### src/design/ocpp_consts.vh
// Purpose: Constants for the output compare pulse and PWM channel.
// Assumes: Included by ocpp_channel.v only.
// Notes:   Register indices are word offsets on the plain register port.
`ifndef OCPP_CONSTS_VH
`define OCPP_CONSTS_VH

`define OCPP_REG_CTRL       3'h0
`define OCPP_REG_PRIMARY    3'h1
`define OCPP_REG_SECONDARY  3'h2
`define OCPP_REG_PERIOD0    3'h3
`define OCPP_REG_PERIOD1    3'h4
`define OCPP_REG_TIMER0     3'h5
`define OCPP_REG_TIMER1     3'h6
`define OCPP_REG_STATUS     3'h7

`define OCPP_CTRL_MODE_LO   0
`define OCPP_CTRL_MODE_HI   2
`define OCPP_CTRL_TBSEL     3
`define OCPP_CTRL_FAULT     4
`define OCPP_CTRL_RUN0      5
`define OCPP_CTRL_RUN1      6
`define OCPP_CTRL_IRQEN     7

`define OCPP_STAT_IRQFLAG   0
`define OCPP_STAT_PIN       1
`define OCPP_STAT_FAULT     2

`define OCPP_MODE_OFF       3'h0
`define OCPP_MODE_SINGLE    3'h4
`define OCPP_MODE_CONT      3'h5
`define OCPP_MODE_PWM       3'h6
`define OCPP_MODE_PWMFLT    3'h7

`define OCPP_COUNT_ZERO     16'h0000
`define OCPP_RESET_PERIOD   16'hFFFF

`endif

### src/design/ocpp_channel.v
// Purpose: One output compare channel with single pulse, continuous pulse and PWM modes,
//          plus two simple 16-bit timebases to compare against.
// Assumes: All inputs synchronous to clk; software reaches registers over a plain port.
// Notes:   Timer prescalers are one-cycle enable inputs; irqReq is registered.
//
// Contract
// - Writing mode 100 drives the pin low and arms exactly one pulse.
// - Pulse modes drive the pin high on the primary match.
// - Single mode drives low on secondary match and stays low until re-armed.
// - Single-mode trailing match sets the flag; request only if enabled.
// - Rewriting mode 100 re-arms without stopping or clearing the timer.
// - Mode 101 drives low, then pulses every period between the two matches.
// - Count equal to period resets to zero and counting continues.
// - Continuous mode sets the flag on every secondary match.
// - Channel compares against the timebase chosen by the select bit.
// - In PWM modes software writes to the primary value are ignored.
// - PWM copies secondary into primary only on the period match.
// - The first PWM period uses the primary value already held.
// - Period value N yields a PWM period of N plus one counts.
// - PWM duty zero holds the pin low continuously.
// - PWM duty above period holds the pin high continuously.
// - PWM duty equal to period gives low for exactly one count value.
// - Mode 111 is PWM with fault, 110 PWM without fault, 000 disabled.
// - Select one picks the second timer, zero picks the first.
// - Fault status sets on a PWM fault, cleared only by hardware.
//
// The plain strobed port and the address map were chosen for this implementation.
`timescale 1ns/10ps
`include "ocpp_consts.vh"

module ocpp_channel
#(
	parameter WIDTH = 16
)
(
	input  wire             clk,        // 125 MHz clock
	input  wire             srst,       // Synchronous reset, active high
	input  wire [2:0]       regAddr,    // Register index
	input  wire [WIDTH-1:0] regWdata,   // Write data
	input  wire             regWr,      // Write strobe
	input  wire             regRd,      // Read strobe
	output reg  [WIDTH-1:0] regRdata,   // Read data, cycle after regRd
	input  wire             tickEn0,    // Prescaled count enable, first timer
	input  wire             tickEn1,    // Prescaled count enable, second timer
	input  wire             faultIn,    // Fault input, active high
	output reg              comparePin, // Compare output pin
	output reg              irqReq      // Interrupt request level
);

	reg  [2:0]       modeReg;
	reg              tbSelReg;
	reg              run0Reg;
	reg              run1Reg;
	reg              irqEnReg;
	reg              irqFlagReg;
	reg              faultReg;
	reg              armedReg;
	reg  [WIDTH-1:0] primaryReg;
	reg  [WIDTH-1:0] secondaryReg;
	reg  [WIDTH-1:0] period0Reg;
	reg  [WIDTH-1:0] period1Reg;
	reg  [WIDTH-1:0] timer0Reg;
	reg  [WIDTH-1:0] timer1Reg;
	reg              pinNext;
	reg              armedNext;
	reg              flagSet;
	reg              faultSet;
	reg  [WIDTH-1:0] rdNext;

	wire             ctrlWr  = regWr && (regAddr == `OCPP_REG_CTRL);
	wire [2:0]       wrMode  = regWdata[`OCPP_CTRL_MODE_HI:`OCPP_CTRL_MODE_LO];
	wire             isPwm   = (modeReg == `OCPP_MODE_PWM) || (modeReg == `OCPP_MODE_PWMFLT);
	// Selected timebase.
	// timebase select.
	wire [WIDTH-1:0] tbCount = tbSelReg ? timer1Reg : timer0Reg;
	wire [WIDTH-1:0] tbPer   = tbSelReg ? period1Reg : period0Reg;
	wire             tbTick  = tbSelReg ? (run1Reg && tickEn1) : (run0Reg && tickEn0);
	wire             perHit  = tbTick && (tbCount == tbPer);
	wire             priHit  = tbCount == primaryReg;
	wire             secHit  = tbCount == secondaryReg;

	// Next count of a free-running timebase with period reset.
	function [WIDTH-1:0] nextCount;
		input [WIDTH-1:0] cnt;
		input [WIDTH-1:0] per;
		begin
			if (cnt == per)
				nextCount = `OCPP_COUNT_ZERO;
			else
				nextCount = cnt + 1'b1;
		end
	endfunction

	////////////////////////////////////////////////////////////////////////////
	// Timebases.
	always @(posedge clk)
	begin
		if (srst)
		begin
			timer0Reg  <= `OCPP_COUNT_ZERO;
			timer1Reg  <= `OCPP_COUNT_ZERO;
			period0Reg <= `OCPP_RESET_PERIOD;
			period1Reg <= `OCPP_RESET_PERIOD;
		end
		else
		begin
			if (regWr && regAddr == `OCPP_REG_TIMER0)
				timer0Reg <= regWdata;
			else if (run0Reg && tickEn0)
				timer0Reg <= nextCount(timer0Reg, period0Reg);
			if (regWr && regAddr == `OCPP_REG_TIMER1)
				timer1Reg <= regWdata;
			else if (run1Reg && tickEn1)
				timer1Reg <= nextCount(timer1Reg, period1Reg);
			if (regWr && regAddr == `OCPP_REG_PERIOD0)
				period0Reg <= regWdata;
			if (regWr && regAddr == `OCPP_REG_PERIOD1)
				period1Reg <= regWdata;
		end
	end

	////////////////////////////////////////////////////////////////////////////
	// Output pin, arming, flag and fault decisions.
	always @*
	begin
		pinNext   = comparePin;
		armedNext = armedReg;
		flagSet   = 1'b0;
		faultSet  = 1'b0;
		if (ctrlWr)
		begin
			pinNext   = 1'b0;
			armedNext = (wrMode == `OCPP_MODE_SINGLE) || (wrMode == `OCPP_MODE_CONT);
		end
		else if (tbTick)
		begin
			case (modeReg)
				`OCPP_MODE_SINGLE, `OCPP_MODE_CONT:
				begin
					if (armedReg && priHit)
						pinNext = 1'b1;
					if (armedReg && secHit)
					begin
						pinNext = 1'b0;
						flagSet = 1'b1;
						if (modeReg == `OCPP_MODE_SINGLE)
							armedNext = 1'b0;
					end
				end
				`OCPP_MODE_PWM, `OCPP_MODE_PWMFLT:
				begin
					if (primaryReg == `OCPP_COUNT_ZERO)
						pinNext = 1'b0;
					else if (primaryReg > tbPer)
						pinNext = 1'b1;
					else if (tbCount == tbPer)
						pinNext = 1'b1;
					else if (tbCount + 1'b1 == primaryReg)
						pinNext = 1'b0;
				end
				default:
					pinNext = 1'b0;
			endcase
		end
		else if (modeReg == `OCPP_MODE_OFF)
			pinNext = 1'b0;
		if (modeReg == `OCPP_MODE_PWMFLT && faultIn)
		begin
			faultSet = 1'b1;
			pinNext  = 1'b0;
		end
	end

	////////////////////////////////////////////////////////////////////////////
	// Control registers and state.
	always @(posedge clk)
	begin
		if (srst)
		begin
			modeReg      <= `OCPP_MODE_OFF;
			tbSelReg     <= 1'b0;
			run0Reg      <= 1'b0;
			run1Reg      <= 1'b0;
			irqEnReg     <= 1'b0;
			irqFlagReg   <= 1'b0;
			faultReg     <= 1'b0;
			armedReg     <= 1'b0;
			primaryReg   <= `OCPP_COUNT_ZERO;
			secondaryReg <= `OCPP_COUNT_ZERO;
			comparePin   <= 1'b0;
			irqReq       <= 1'b0;
		end
		else
		begin
			if (ctrlWr)
			begin
				modeReg  <= wrMode;
				tbSelReg <= regWdata[`OCPP_CTRL_TBSEL];
				run0Reg  <= regWdata[`OCPP_CTRL_RUN0];
				run1Reg  <= regWdata[`OCPP_CTRL_RUN1];
				irqEnReg <= regWdata[`OCPP_CTRL_IRQEN];
			end
			comparePin <= pinNext;
			armedReg   <= armedNext;
			// Set wins over a software clear in the same cycle.
			if (flagSet)
				irqFlagReg <= 1'b1;
			else if (regWr && regAddr == `OCPP_REG_STATUS && regWdata[`OCPP_STAT_IRQFLAG])
				irqFlagReg <= 1'b0;
			irqReq <= (irqFlagReg || flagSet) && irqEnReg;
			// hardware-only clear when fault mode is left.
			if (faultSet)
				faultReg <= 1'b1;
			else if (modeReg != `OCPP_MODE_PWMFLT)
				faultReg <= 1'b0;
			if (regWr && regAddr == `OCPP_REG_SECONDARY)
				secondaryReg <= regWdata;
			if (isPwm)
			begin
				if (perHit)
					primaryReg <= secondaryReg;
			end
			else if (regWr && regAddr == `OCPP_REG_PRIMARY)
				primaryReg <= regWdata;
		end
	end

	////////////////////////////////////////////////////////////////////////////
	// Register read port.
	always @*
	begin
		rdNext = {WIDTH{1'b0}};
		case (regAddr)
			`OCPP_REG_CTRL:
			begin
				rdNext[`OCPP_CTRL_MODE_HI:`OCPP_CTRL_MODE_LO] = modeReg;
				rdNext[`OCPP_CTRL_TBSEL] = tbSelReg;
				rdNext[`OCPP_CTRL_FAULT] = faultReg;
				rdNext[`OCPP_CTRL_RUN0]  = run0Reg;
				rdNext[`OCPP_CTRL_RUN1]  = run1Reg;
				rdNext[`OCPP_CTRL_IRQEN] = irqEnReg;
			end
			`OCPP_REG_PRIMARY:   rdNext = primaryReg;
			`OCPP_REG_SECONDARY: rdNext = secondaryReg;
			`OCPP_REG_PERIOD0:   rdNext = period0Reg;
			`OCPP_REG_PERIOD1:   rdNext = period1Reg;
			`OCPP_REG_TIMER0:    rdNext = timer0Reg;
			`OCPP_REG_TIMER1:    rdNext = timer1Reg;
			`OCPP_REG_STATUS:
			begin
				rdNext[`OCPP_STAT_IRQFLAG] = irqFlagReg;
				rdNext[`OCPP_STAT_PIN]     = comparePin;
				rdNext[`OCPP_STAT_FAULT]   = faultReg;
			end
			default: rdNext = {WIDTH{1'b0}};
		endcase
	end

	always @(posedge clk)
	begin
		if (srst)
			regRdata <= {WIDTH{1'b0}};
		else if (regRd)
			regRdata <= rdNext;
		else
			regRdata <= {WIDTH{1'b0}};
	end

endmodule

### config.mk
export PLATFORM = sky130hd
export DESIGN_NAME = ocpp_channel
export DESIGN_NICKNAME = d
export VERILOG_FILES = /design/src/design/ocpp_channel.v
export VERILOG_INCLUDE_DIRS = /design/src /design/src/design
export SDC_FILE = /design/constraint.sdc
export NUM_CORES = 1
export LEC_CHECK = 0
export ABC_AREA = 1
export BUFFER_PORTS_ARGS = -buffer_cell sky130_fd_sc_hd__buf_2
export CORE_MARGIN = 2
export CORE_UTILIZATION = 60
export CTS_BUF_LIST = sky130_fd_sc_hd__clkbuf_4 sky130_fd_sc_hd__clkbuf_8 sky130_fd_sc_hd__clkbuf_16
export DETAILED_ROUTE_END_ITERATION = 6
export GPL_TIMING_DRIVEN = 0
export HOLD_SLACK_MARGIN = 0.08
export PLACE_DENSITY = 0.78
export SLEW_MARGIN = 10
export SYNTH_ARGS = -nofsm -noshare
export SYNTH_HDL_FRONTEND = slang
export SYNTH_SLANG_ARGS = --single-unit
export TNS_END_PERCENT = 20
### constraint.sdc
create_clock -name clk -period 3.7 [get_ports clk]
set_clock_uncertainty 0.15 [all_clocks]
set_input_delay 0.555 -clock clk [delete_from_list [all_inputs] [get_ports clk]]
set_output_delay 0.555 -clock clk [all_outputs]
set_load 0.01 [all_outputs]
* Yosys cells after proc, flatten, opt, wreduce, memory -nomap -nowiden
Cells that the tools add are included.
** Storage, ports and cells
- Register bits after elaboration :: 124
- Logic and storage cells :: 122
- Input port bits :: 26
- Output and inout bits :: 18
** Operators by class
- Order comparisons :: 1
- Add/sub/neg operators :: 3
- Multiplexer cells :: 38
- Reductions and logical operators :: 39
- Eq/ne operators :: 23
- Bitwise logic cells :: 1
** Operators with widths (number)
- $mux W16 :: 11
- $eq A16 B16 Y1 :: 6
- $add A16 B1 Y16 const B :: 3
- $pmux W8 S6 :: 1
- $pmux W5 S7 :: 1
- $eq A3 B3 Y1 const B :: 10
- $pmux W3 S8 :: 1
- $mux W1 :: 23
- $reduce_bool A2 Y1 :: 10
- $gt A16 B16 Y1 :: 1
- $logic_and A1 B1 Y1 :: 16
- $logic_not A16 Y1 :: 1
- $eq A3 B2 Y1 const B :: 2
- $logic_not A3 Y1 :: 2
- $ne A6 B6 Y1 const B :: 1
- $reduce_or A2 Y1 :: 3
- $ne A4 B4 Y1 const B :: 1
- $reduce_and A4 Y1 :: 1
- $eq A3 B1 Y1 const B :: 1
- $logic_or A1 B1 Y1 :: 3
- $ne A3 B3 Y1 const B :: 1
- $reduce_and A3 Y1 :: 1
- $reduce_or A3 Y1 :: 1
- $ne A2 B1 Y1 const B :: 1
- 3 further kinds :: 3

* Depth between registers and ports, before layout
Gate-level depths: netlist (run 1).
- Depth in word-level cells :: 9
- Depth in mapped cells :: 20
- Depth with buffers taken out :: 18

* Worst setup path before layout (run 1)
Ideal clock, no wire load.
- Path type :: reg-to-reg
- Start point :: register tbSelReg
- End point :: register comparePin
- Setup slack :: 1.494 ns
- Arrival :: 1.941 ns
- Stages on the path, launching flop included :: 17
- Required time :: 3.435 ns
- Clock period less this slack :: 2.206 ns
- Buffers on the path :: 2
- Library setup time :: 0.115 ns
- Path through :: dfxtp_1 buf_4 buf_2 o21ai_1 inv_1 ha_1 nand2_1 inv_1 nand3_1 nor3_1 nand3_1 nand2_1 nand2_1 nor2_1 nand2_1 a21oi_1 nor2_1
** On the way
- Word-level cells in the longest chain between the ends :: 7
- Elaborated cells between the ends (all ways) :: 21
- Classes of those cells :: add/sub (1); order compare (1); eq/ne (6); mux (9); reduce/logical (4)
** Ends and longest elaborated chain
- from (decl) :: line ocpp_channel.v:51 : reg tbSelReg;
- from (signal assigned) :: line ocpp_channel.v:198 : tbSelReg <= regWdata[`OCPP_CTRL_TBSEL];
- parallel branches: the longest is 7 deep, another holds $add A16 B1 Y16
- to (signal assigned) :: line ocpp_channel.v:203 : comparePin <= pinNext;
- to (decl) :: line ocpp_channel.v:46 : output reg comparePin,
Parallel ways; which one is timed is not known.
A chain may end at the register's enable or synchronous reset.

* Final worst setup path (run 1)
Same ends and word-level chain as after synthesis.

==> results.md, run 1 <==
- Slew at the pin with the worst max-slew slack: 0.931 ns
- Top cells by count, synth: 412 x nand2_1, 144 x inv_1, 124 x dfxtp_1, 118 x nor2_1, 83 x o21ai_0
- Vias in the first global route: ~8600
- Ys flop type: dfxtp_1
- R2r setup slk: 0.70 ns
- Crit Path Class: register to register
- Gr ovfl total: 0
- Main area contributors after synthesis: dfxtp_1 30%, nand2_1 18%, inv_1 6.4%
- Initial core utilization: 60.9%
- Cell area power density: 373 nW/µm²
- Die Y: 122 µm
- Total CTS buffers: 17
- DR vias/cell: 6.08
- Reg2Reg Launch Point: tbSelReg
- Setup bufs post-CTS: 0
- Routed via count: ~9600
- Fmax: 334 MHz
- Cell taking the most area after synthesis: dfxtp_1
- Number of synthesized flops with an enable pin: 0
- Most common cell in the netlist: nand2_1
- Syn Inst Count: 1334
- Leakage: 4.11 nW
- Critical path endpoint category: register
- Clock insertion delay at the later pin of the skew report: about 0.43 ns
- Hold buffers post-CTS: 0
- Critical Path AT: 3.17 ns
- Area growth, synth to finish: 11.9%
- Final period utilization: around 81%
- Post-Syn Nets: between 1000 and 1500
- H-tree levels: 4
- DRT Wirelength: about 30 mm
- Share of cells above drive strength 1: under 10%
- # nets final: 1441
- Status: finished with violations
- Crit Path Max Fanout: 10
- Initial antenna violation count: 0
- Synth async-reset ratio: 0%
- Count of unique library cells instantiated by Yosys: 45
- CTS Root Cell: clkbuf_16
- # setup viols final: 0
- Slew Limit Fails: 0
- # diodes: 0
- Avg Inst Size Synth: approximately 6.3 µm²
- # rows: 43
- IO Count: 44
- Worst vdd ir: 0.314 mV
- Final Core Density: 68.2%
- Sequential fraction of the synthesis area: 29.6%
- Fin area: 9390 µm²
- Min cycle time layout: between 2 and 3 ns
- Unrepaired setup endpoints after global routing: no
- End of the worst register-to-register path: comparePin
- Yosys reg bits: 124
- Hold Fails Final Rpt: 0
- Placed cell area: 8830 µm²
- Critical path endpoint: comparePin
- GRT Total Usage: 42.0%
- CP startpoint kind: register
- Failing checks: design-rule violations
- Synth Cell Area: 8390 µm²
- CTS tree: built
- Drt pass-1 iters: 7
- Largest net degree at the start of global routing: 17
- Die area: 14900 µm²
- Clk slew on worst S/H paths: around 0.060 ns
- HP Class: input pin to register
- Total Neg Setup Slack: 0 ns
- Clk buf depth: 2
- Routed wire length per instance: 19.5 µm
- R2r worst-path depth: 18
- Synth warn: 0
- CP Launch Point: tbSelReg
- Max-Slew Margin vs Limit: roughly 38%
- Post-CTS sizing: 0
- Port Buffers: between 40 and 50
- DP HPWL: 24.3 mm
- Initial DRC count: 1301
- Max-cap violations: 0
- Core area: 13800 µm²
- Clk sinks: between 100 and 150
- Die width: about 120 µm
- Final GP Congestion: 1.01
- Post-DRT Antenna Nets: 0
- DRC: 12
- First-pass GRT wire length: 46.7 mm
- Share of the synthesized area in the top cell type: 29.6%
- CP required: between 3 and 4 ns
## registers in the layout, indices dropped and copies added (netlist names)
name / count
primaryReg: 16
irqFlagReg: 1
timer0Reg: 16
secondaryReg: 16
period1Reg: 16
run0Reg: 1
armedReg: 1
timer1Reg: 16
regRdata: 16
comparePin: 1
irqEnReg: 1
modeReg: 3
faultReg: 1
run1Reg: 1
irqReq: 1
period0Reg: 16
tbSelReg: 1
## layout make-up
| type | instances | area, µm² |
|---|---|---|
| Buffer | 53 | 250 |
| Timing Repair Buffer | 43 | 215 |
| Tap cell | 180 | 225 |
| Inverter | 147 | 552 |
| Clock buffer | 23 | 495 |
| Clock inverter | 7 | 65.1 |
| Sequential cell | 124 | 2480 |
| Fill cell | 1331 | 4390 |
| Multi-Input combinational cell | 1010 | 5100 |
## metrics by stage
| stage | setup slack (ns) | instances | power (W) | hold WS, ns |
|---|---|---|---|---|
| finish | 0.704 | 1587 | 0.00350 | 0.228 |
| global route | 0.486 | 1587 | 0.00359 | 0.273 |
| CTS | 0.898 | 1587 | 0.00347 | 0.227 |
| detailed placement | 0.612 | 1557 | 0.00189 | 0.317 |
| global placement | 0.645 | 1557 | 0.00189 | 0.316 |
| floorplan | 1.49 | 1334 | 0.00173 | 0.279 |
## critical path, stage by stage (launching register included)
cell	delay [ns]
dfxtp_1	0.31
buf_4	0.14
buf_4	0.19
nand2_1	0.10
nand2_2	0.19
ha_1	0.25
nand2_1	0.08
nor2_2	0.29
nand2_1	0.09
nand2_1	0.07
nand2_1	0.04
nor2_1	0.26
nand3_1	0.11
nor2_1	0.11
nand3_1	0.19
nand2_1	0.14
nand3_1	0.07
nand2_1	0.06
nor2_1	0.04
## power by group
group | switching, W | internal (W) | leakage, nW | total (W)
logic | 0.000318 | 0.000142 | 2.82 | 0.000460
clock network | 0.000618 | 0.000995 | 0.278 | 0.00161
registers | 0.0000480 | 0.00138 | 1.01 | 0.00143
## placed cells by master (no fill, tap or decap), types with 5 or more instances in the layout
cell / netlist / layout
a211oi_2: 14 / 14
a21oi_1: 81 / 81
a221oi_1: 14 / 14
a31oi_1: 23 / 23
buf_2: 4 / 47
buf_4: 6 / 6
clkbuf_1: 39 / 39
clkbuf_16: 0 / 17
dfxtp_1: 124 / 124
ha_1: 19 / 19
inv_1: 144 / 144
nand2_1: 412 / 412
nand2_2: 6 / 6
nand3_1: 68 / 68
nand3b_1: 5 / 5
nand4_1: 16 / 16
nor2_1: 118 / 118
nor2_2: 6 / 6
nor3_1: 18 / 18
o211ai_1: 11 / 11
o21ai_0: 83 / 83
o21ai_1: 18 / 18
o22ai_1: 23 / 23
xnor2_1: 22 / 22
xor2_1: 23 / 23
## worst min path at each step
stage / start / end / cells after the start
CTS: regWdata[13] / period0Reg[13] / 3
finish: regWdata[13] / period0Reg[13] / 3
global route: regWdata[13] / period1Reg[13] / 3
global placement: irqFlagReg / irqFlagReg / 2
floorplan: irqEnReg / irqReq / 2
detailed placement: irqFlagReg / irqFlagReg / 2
## per-layer routing
metal / global-route usage, % / up-vias / wire length, µm
li1: - / 4532 / -
met3: 10.0 / 94 / 4130
met4: 22.3 / 0 / 1480
met5: 0 / - / 0
met1: 55.9 / 4361 / 12000
met2: 63.1 / 655 / 13300
## kinds of logic after synthesis
group,after synthesis,share of synthesized area [%]
XOR/XNOR,45,4.70
AND/OR/NAND/NOR,658,32.2
adder cells (fa/ha/maj),19,2.83
buffers and inverters,200,9.56
multiplexers,4,0.477
flip-flops,124,29.6
AO/OA/AOI/OAI,284,20.6
Power figures use the tool's default switching activity.
==> inputs of run 2 (changes only) <==
CORE_UTILIZATION = 56   (was 60)
PLACE_DENSITY = 0.77   (was 0.78)
clock period = 2.7 ns   (was 3.7 ns; I/O delays follow)
==> run 2 against run 1 <==
  * The run now ends clean
  * Power grew 46%
  * Routed wire length rose by 2.0%
  * Sequential power rose by 37%
  * Hold slack got worse by 0.099 ns
  * Non-clock buffer count unchanged
  * Largest power group unchanged
  * Core utilization fell by 2.8 points
  * Sequential share of layout area fell by 0.41 points
  * Register-to-register slack worse by 0.67 ns
  * Clock power increased by 57%
==> results.md, run 2 (synthesis results as in run 1) <==
- First-pass GRT wire length: 48.4 mm (was 46.7 mm)
- Core area: 14600 µm² (was 13800 µm²)
- Leakage: 4.13 nW (was 4.11 nW)
- # diodes: 0 (unchanged)
- Multi-input logic area: 5150 µm² (was 5100 µm²)
- Critical path endpoint category: register (unchanged)
- Total CTS buffers: 17 (unchanged)
- CP cell instances: buf_4 -> clkbuf_4 -> o21ai_1 -> inv_1 -> ha_1 -> a21oi_1 -> o21ai_0 -> a21oi_1 -> nand2_1 -> nand2_1 -> nand2_1 -> nor2_1 -> nand2_1 -> a21oi_1 -> nor2_1 (was buf_4 -> buf_4 -> nand2_1 -> nand2_2 -> ha_1 -> nand2_1 -> nor2_2 -> nand2_1 -> nand2_1 -> nand2_1 -> nor2_1 -> nand3_1 -> nor2_1 -> nand3_1 -> nand2_1 -> nand3_1 -> nand2_1 -> nor2_1)
- DRT Wirelength: 31.5 mm (was 30.9 mm)
- Cell area power density: 536 nW/µm² (was 373 nW/µm²)
- # setup viols final: 0 (unchanged)
- Clock insertion delay at the later pin of the skew report: 0.43 ns (about the same)
- Share of cells above drive strength 1: 9.37% (was 8.60%)
- Area growth, synth to finish: 13.7% (was 11.9%)
- DP HPWL: 24.4 mm (was 24.3 mm)
- Unrepaired setup endpoints after global routing: yes (was no)
- Initial antenna violation count: 0 (unchanged)
- IO Count: 44 (unchanged)
- Die Y: 126 µm (was 122 µm)
- Crit Path Class: register to register (unchanged)
- Die width: 126 µm (was 122 µm)
- Vias in the first global route: 8803 (was 8619)
- CP required: 2.88 ns (was 3.88 ns)
- Final period utilization: 98.7% (was 81.0%)
- Drt pass-1 iters: 5 (was 7)
- Clk buf depth: 2 (unchanged)
- Fmax: 375 MHz (was 334 MHz)
- Setup WS pre-CTS: -0.217 ns (was 0.612 ns)
- Max-Slew Margin vs Limit: 35.9% (was 37.9%)
- Port Buffers: 43 (unchanged)
- Max-cap violations: 0 (unchanged)
- Slew at the pin with the worst max-slew slack: 0.961 ns (was 0.931 ns)
- # rows: 44 (was 43)
- Clk slew on worst S/H paths: 0.06 ns (about the same)
- Hold Fails Final Rpt: 0 (unchanged)
- CTS tree: built (unchanged)
- Clk sinks: 124 (unchanged)
- Largest net degree at the start of global routing: 17 (unchanged)
- DRC: 0 (was 12)
- HP Class: input pin to register (unchanged)
- Initial core utilization: 57.5% (was 60.9%)
- Fill cell count: 1384 (was 1331)
- DR vias/cell: 6.13 (was 6.08)
- WP buf/inv: 3 (was 2)
- Final GP Congestion: 1.01 (about the same)
- Slowest cell on crit path: dfxtp_1 (unchanged)
- Setup WS post-layout: 0.0361 ns (was 0.704 ns)
- GRT Total Usage: 39.5% (was 42.0%)
- Worst path top cell family by delay: compound AO/OA/AOI/OAI gates (was simple AND/OR/NAND/NOR gates)
- Status: complete, no violations (was finished with violations)
- Crit Path Max Fanout: 10 (unchanged)
- Die area: 16000 µm² (was 14900 µm²)
- CP dominant cell by count: nand2_1 (unchanged)
- Initial DRC count: 1421 (was 1301)
- Routed via count: 9760 (was 9642)
- Slew Limit Fails: 0 (unchanged)
- H-tree levels: 4 (unchanged)
- Critical Path AT: 2.84 ns (was 3.17 ns)
- Total Neg Setup Slack: 0 ns (unchanged)
- Worst vdd ir: 0.526 mV (was 0.314 mV)
- Routed wire length per instance: 19.8 µm (was 19.5 µm)
- CTS Root Cell: clkbuf_16 (unchanged)
- Reg area: 2480 µm² (unchanged)
- Commonest cells after routing, fill and taps aside: 410 x nand2_1, 144 x inv_1, 124 x dfxtp_1 (was 412 x nand2_1, 144 x inv_1, 124 x dfxtp_1)
- # nets final: 1441 (unchanged)
- Commonest non-fill, non-tap cell in the layout: nand2_1 (unchanged)
- CP peak stage delay: 0.30 ns (was 0.31 ns)
- Post-DRT Antenna Nets: 0 (unchanged)
- Gr ovfl total: 0 (unchanged)
- Min cycle time layout: 2.66 ns (was 3.00 ns)
- CP startpoint kind: register (unchanged)
- Design Power: 0.00511 W (was 0.00350 W)
[run 2: cell types whose count changed in the layout (fill, tap and decap cells not counted), moves of 3 or more]
| cell | before | now |
|---|---|---|
| bufinv_16 | 1 | 4 |
| clkbuf_8 | 4 | 1 |
| clkinv_2 | 4 | 1 |
| nor2_4 | 0 | 4 |
| o21ai_0 | 83 | 80 |
[run 2: layer usage]
metal	vias up	GRT usage [%]	routed length, µm
met2	677	60.7	13600
met5	-	0	0
li1	4538	-	-
met4	0	16.7	1620
met1	4412	53.0	12800
met3	133	9.91	3560
[run 2: through the flow]
stage,instances,instance area [µm²],utilization (%),hold slack (ns)
6_report,1593,9530,65.4,0.129
5_1_grt,1593,9530,65.4,0.134
4_1_cts,1594,9480,65.0,0.119
3_5_place_dp,1561,8830,60.5,0.326
3_3_place_gp,1561,8830,60.5,0.324
2_1_floorplan,1334,8390,-,0.279
[run 2: final cells by class]
class	count	area share, %
buffer	51	2.60
clock buffer	19	4.69
clock inverter	13	1.99
inverter	147	5.79
multi-input combinational	1010	54.0
sequential	124	26.0
tap	184	2.41
timing repair buffer	45	2.44
[run 2: worst min-delay path, cell delays in order]
cell and delay, ns:
buf_2 0.13, a21oi_1 0.08, o21ai_0 0.06
[run 2: what timing repair did]
action                                 in CTS  in global routing
resized for setup                           1                 17
pin swaps                                   0                  1
setup endpoints to repair                   1                 27
endpoints found under the hold margin       1                  0
hold buffers                                1                  0
buffers inserted                            0                  1
[run 2: path summary, 6_finish.rpt]
kind,start,to,slack [ns],cells past startpoint
setup / recovery,tbSelReg,comparePin,0.04,15
hold reg to reg,irqFlagReg,irqFlagReg,0.34,2
setup reg to reg,tbSelReg,comparePin,0.04,15
hold / removal,regWdata[7],period0Reg[7],0.13,3
[run 2: power breakdown]
| group | internal, W | total, W | switching (W) |
|---|---|---|---|
| Clock | 0.00158 | 0.00252 | 0.000937 |
| Sequential | 0.00189 | 0.00196 | 0.0000675 |
| Combinational | 0.000197 | 0.000633 | 0.000436 |
==> inputs of run 3 (changes only) <==
BUFFER_PORTS_ARGS = -buffer_cell sky130_fd_sc_hd__buf_4   (was -buffer_cell sky130_fd_sc_hd__buf_2)
==> run 3 against run 2 <==
  * Core utilization grew 1.3 points
  * Clock power grew 8%
  * Worst setup slack lost 0.0088 ns
  * Cell count grew 0.13%
  * Highest routed layer unchanged
==> results.md, run 3 (synthesis results as in run 1) <==
- Setup WS post-layout: 0.0274 ns (was 0.0361 ns)
- Largest net degree at the start of global routing: 17 (unchanged)
- Crit Path Class: register to register (unchanged)
- Final cell count without fillers: 1595 (was 1593)
- Port Buffers: 43 (unchanged)
- Clk buf depth: 2 (unchanged)
- Min cycle time layout: 2.67 ns (was 2.66 ns)
- CP peak stage delay: 0.30 ns (about the same)
- Drt pass-1 iters: 6 (was 5)
- Fmax: 374 MHz (was 375 MHz)
- Max-cap violations: 0 (unchanged)
- Status: complete, no violations (unchanged)
- GRT Total Usage: 39.5% (about the same)
- Initial DRC count: 1599 (was 1421)
- Routed via count: 9901 (was 9760)
- Final GP Congestion: 0.993 (was 1.01)
- # diodes: 0 (unchanged)
- Total Neg Setup Slack: 0 ns (unchanged)
- Crit Path Max Fanout: 10 (unchanged)
- Post-DRT Antenna Nets: 0 (unchanged)
- Critical Path AT: 2.87 ns (was 2.84 ns)
- Clk sinks: 124 (unchanged)
- Slew Limit Fails: 0 (unchanged)
- Slowest cell on crit path: dfxtp_1 (unchanged)
- CP startpoint kind: register (unchanged)
- R2r setup slk: 0.03 ns (was 0.04 ns)
- DRT Wirelength: 32.2 mm (was 31.5 mm)
- Fill cell count: 1347 (was 1384)
- DR vias/cell: 6.21 (was 6.13)
- Worst vdd ir: 0.451 mV (was 0.526 mV)
- Routed wire length per instance: 20.2 µm (was 19.8 µm)
- Die Y: 126 µm (unchanged)
- H-tree levels: 4 (unchanged)
- CTS Root Cell: clkbuf_16 (unchanged)
- Initial core utilization: 57.5% (unchanged)
- Core area: 14600 µm² (unchanged)
- Final period utilization: 99.0% (was 98.7%)
- Clk slew on worst S/H paths: 0.06 ns (about the same)
- Commonest non-fill, non-tap cell in the layout: nand2_1 (unchanged)
- # setup viols final: 0 (unchanged)
- Clock insertion delay at the later pin of the skew report: 0.44 ns (was 0.43 ns)
- Gr ovfl total: 0 (unchanged)
- First-pass GRT wire length: 48.6 mm (was 48.4 mm)
- Hold Fails Final Rpt: 0 (unchanged)
- CP cell instances: buf_4 -> clkbuf_4 -> nand2_1 -> o21ai_0 -> nand2_1 -> nand2_1 -> nor2_1 -> nand2_1 -> nor2_1 -> nand2_1 -> o21ai_4 -> buf_4 -> nor2_1 -> a211oi_2 (was buf_4 -> clkbuf_4 -> o21ai_1 -> inv_1 -> ha_1 -> a21oi_1 -> o21ai_0 -> a21oi_1 -> nand2_1 -> nand2_1 -> nand2_1 -> nor2_1 -> nand2_1 -> a21oi_1 -> nor2_1)
- Total CTS buffers: 17 (unchanged)
- Initial antenna violation count: 0 (unchanged)
- Unrepaired setup endpoints after global routing: yes (unchanged)
- Leakage: 4.19 nW (was 4.13 nW)
- # rows: 44 (unchanged)
- Max-Slew Margin vs Limit: 37.4% (was 35.9%)
- Die width: 126 µm (unchanged)
- HP Class: input pin to register (unchanged)
- CP dominant cell by count: nand2_1 (unchanged)
- DRC: 0 (unchanged)
- Area growth, synth to finish: 16.0% (was 13.7%)
- Die area: 16000 µm² (unchanged)
- Setup WS pre-CTS: -0.222 ns (was -0.217 ns)
- Critical path endpoint category: register (unchanged)
- CTS tree: built (unchanged)
- IO Count: 44 (unchanged)
- Cell area power density: 548 nW/µm² (was 536 nW/µm²)
- CP required: 2.90 ns (was 2.88 ns)
- Commonest cells after routing, fill and taps aside: 410 x nand2_1, 144 x inv_1, 124 x dfxtp_1 (unchanged)
- Share of cells above drive strength 1: 9.78% (was 9.37%)
- DP HPWL: 24.6 mm (was 24.4 mm)
- Slew at the pin with the worst max-slew slack: 0.939 ns (was 0.961 ns)
- Cells after DPL: 1561 (unchanged)
- # nets final: 1443 (was 1441)
- Vias in the first global route: 8773 (was 8803)
run 3: cell count changes in the layout (fill, tap and decap cells not counted), moves of 3 or more:
cell     before  now
o21ai_2       2    5
buf_6         3    6
buf_4         7   50
o21ai_1      20   17
buf_2        45    1
nor2_2        4    7
run 3: metal layers:
metal	GRT usage [%]	wire length (µm)	up-vias
li1	-	-	4541
met1	53.9	12700	4472
met2	59.9	13800	753
met3	7.63	3830	135
met4	19.5	1760	0
met5	0	0	-
run 3: power by group:
part | total, W | leakage (nW) | switching (W) | internal, W
combinational | 0.000655 | 2.86 | 0.000441 | 0.000215
sequential | 0.00196 | 1.01 | 0.0000689 | 0.00189
clock | 0.00271 | 0.324 | 0.000938 | 0.00177
total | 0.00532 | 4.19 | 0.00145 | 0.00388
run 3: worst max-delay path, delay by kind of cell (launching register included):
kind,cells,cell delay (ns)
AND/OR/NAND/NOR,8,0.91
buffers and inverters,3,0.63
flip-flops,1,0.30
AO/OA/AOI/OAI,3,0.59
run 3: worst paths after layout:
check / from / to / cells past startpoint
worst min register to register: irqFlagReg / irqFlagReg / 2
worst max-delay path: tbSelReg / primaryReg[13] / 14
worst max register to register: tbSelReg / primaryReg[13] / 14
worst min-delay path: regWdata[1] / armedReg / 2
run 3: area by class of cell:
type,count,area [µm²],share of cell area [%]
clock inverters,13,238,2.44
clock buffers,19,447,4.59
multi-input cells,1010,5160,53.1
flip-flops and latches,124,2480,25.5
plain buffers,52,265,2.73
inverters,147,552,5.67
repair buffers,46,348,3.58
well taps,184,230,2.37
run 3: metrics by stage:
| step | power, W | util (%) | instance area [µm²] | hold slack [ns] |
|---|---|---|---|---|
| 2_1_floorplan | 0.00237 | - | 8390 | 0.279 |
| 3_3_place_gp | 0.00260 | 61.3 | 8940 | 0.317 |
| 3_5_place_dp | 0.00261 | 61.3 | 8940 | 0.329 |
| 4_1_cts | 0.00526 | 66.1 | 9640 | 0.0928 |
| 5_1_grt | 0.00544 | 66.6 | 9720 | 0.108 |
| 6_report | 0.00532 | 66.6 | 9720 | 0.0920 |
run 3: timing repair:
action,4_1_cts,5_1_grt
gates resized for setup,2,25
pin swaps,0,1
setup endpoints to repair,1,21
endpoints found under the hold margin,2,0
buffers inserted,0,2
cloned,0,0
hold buffers,1,0
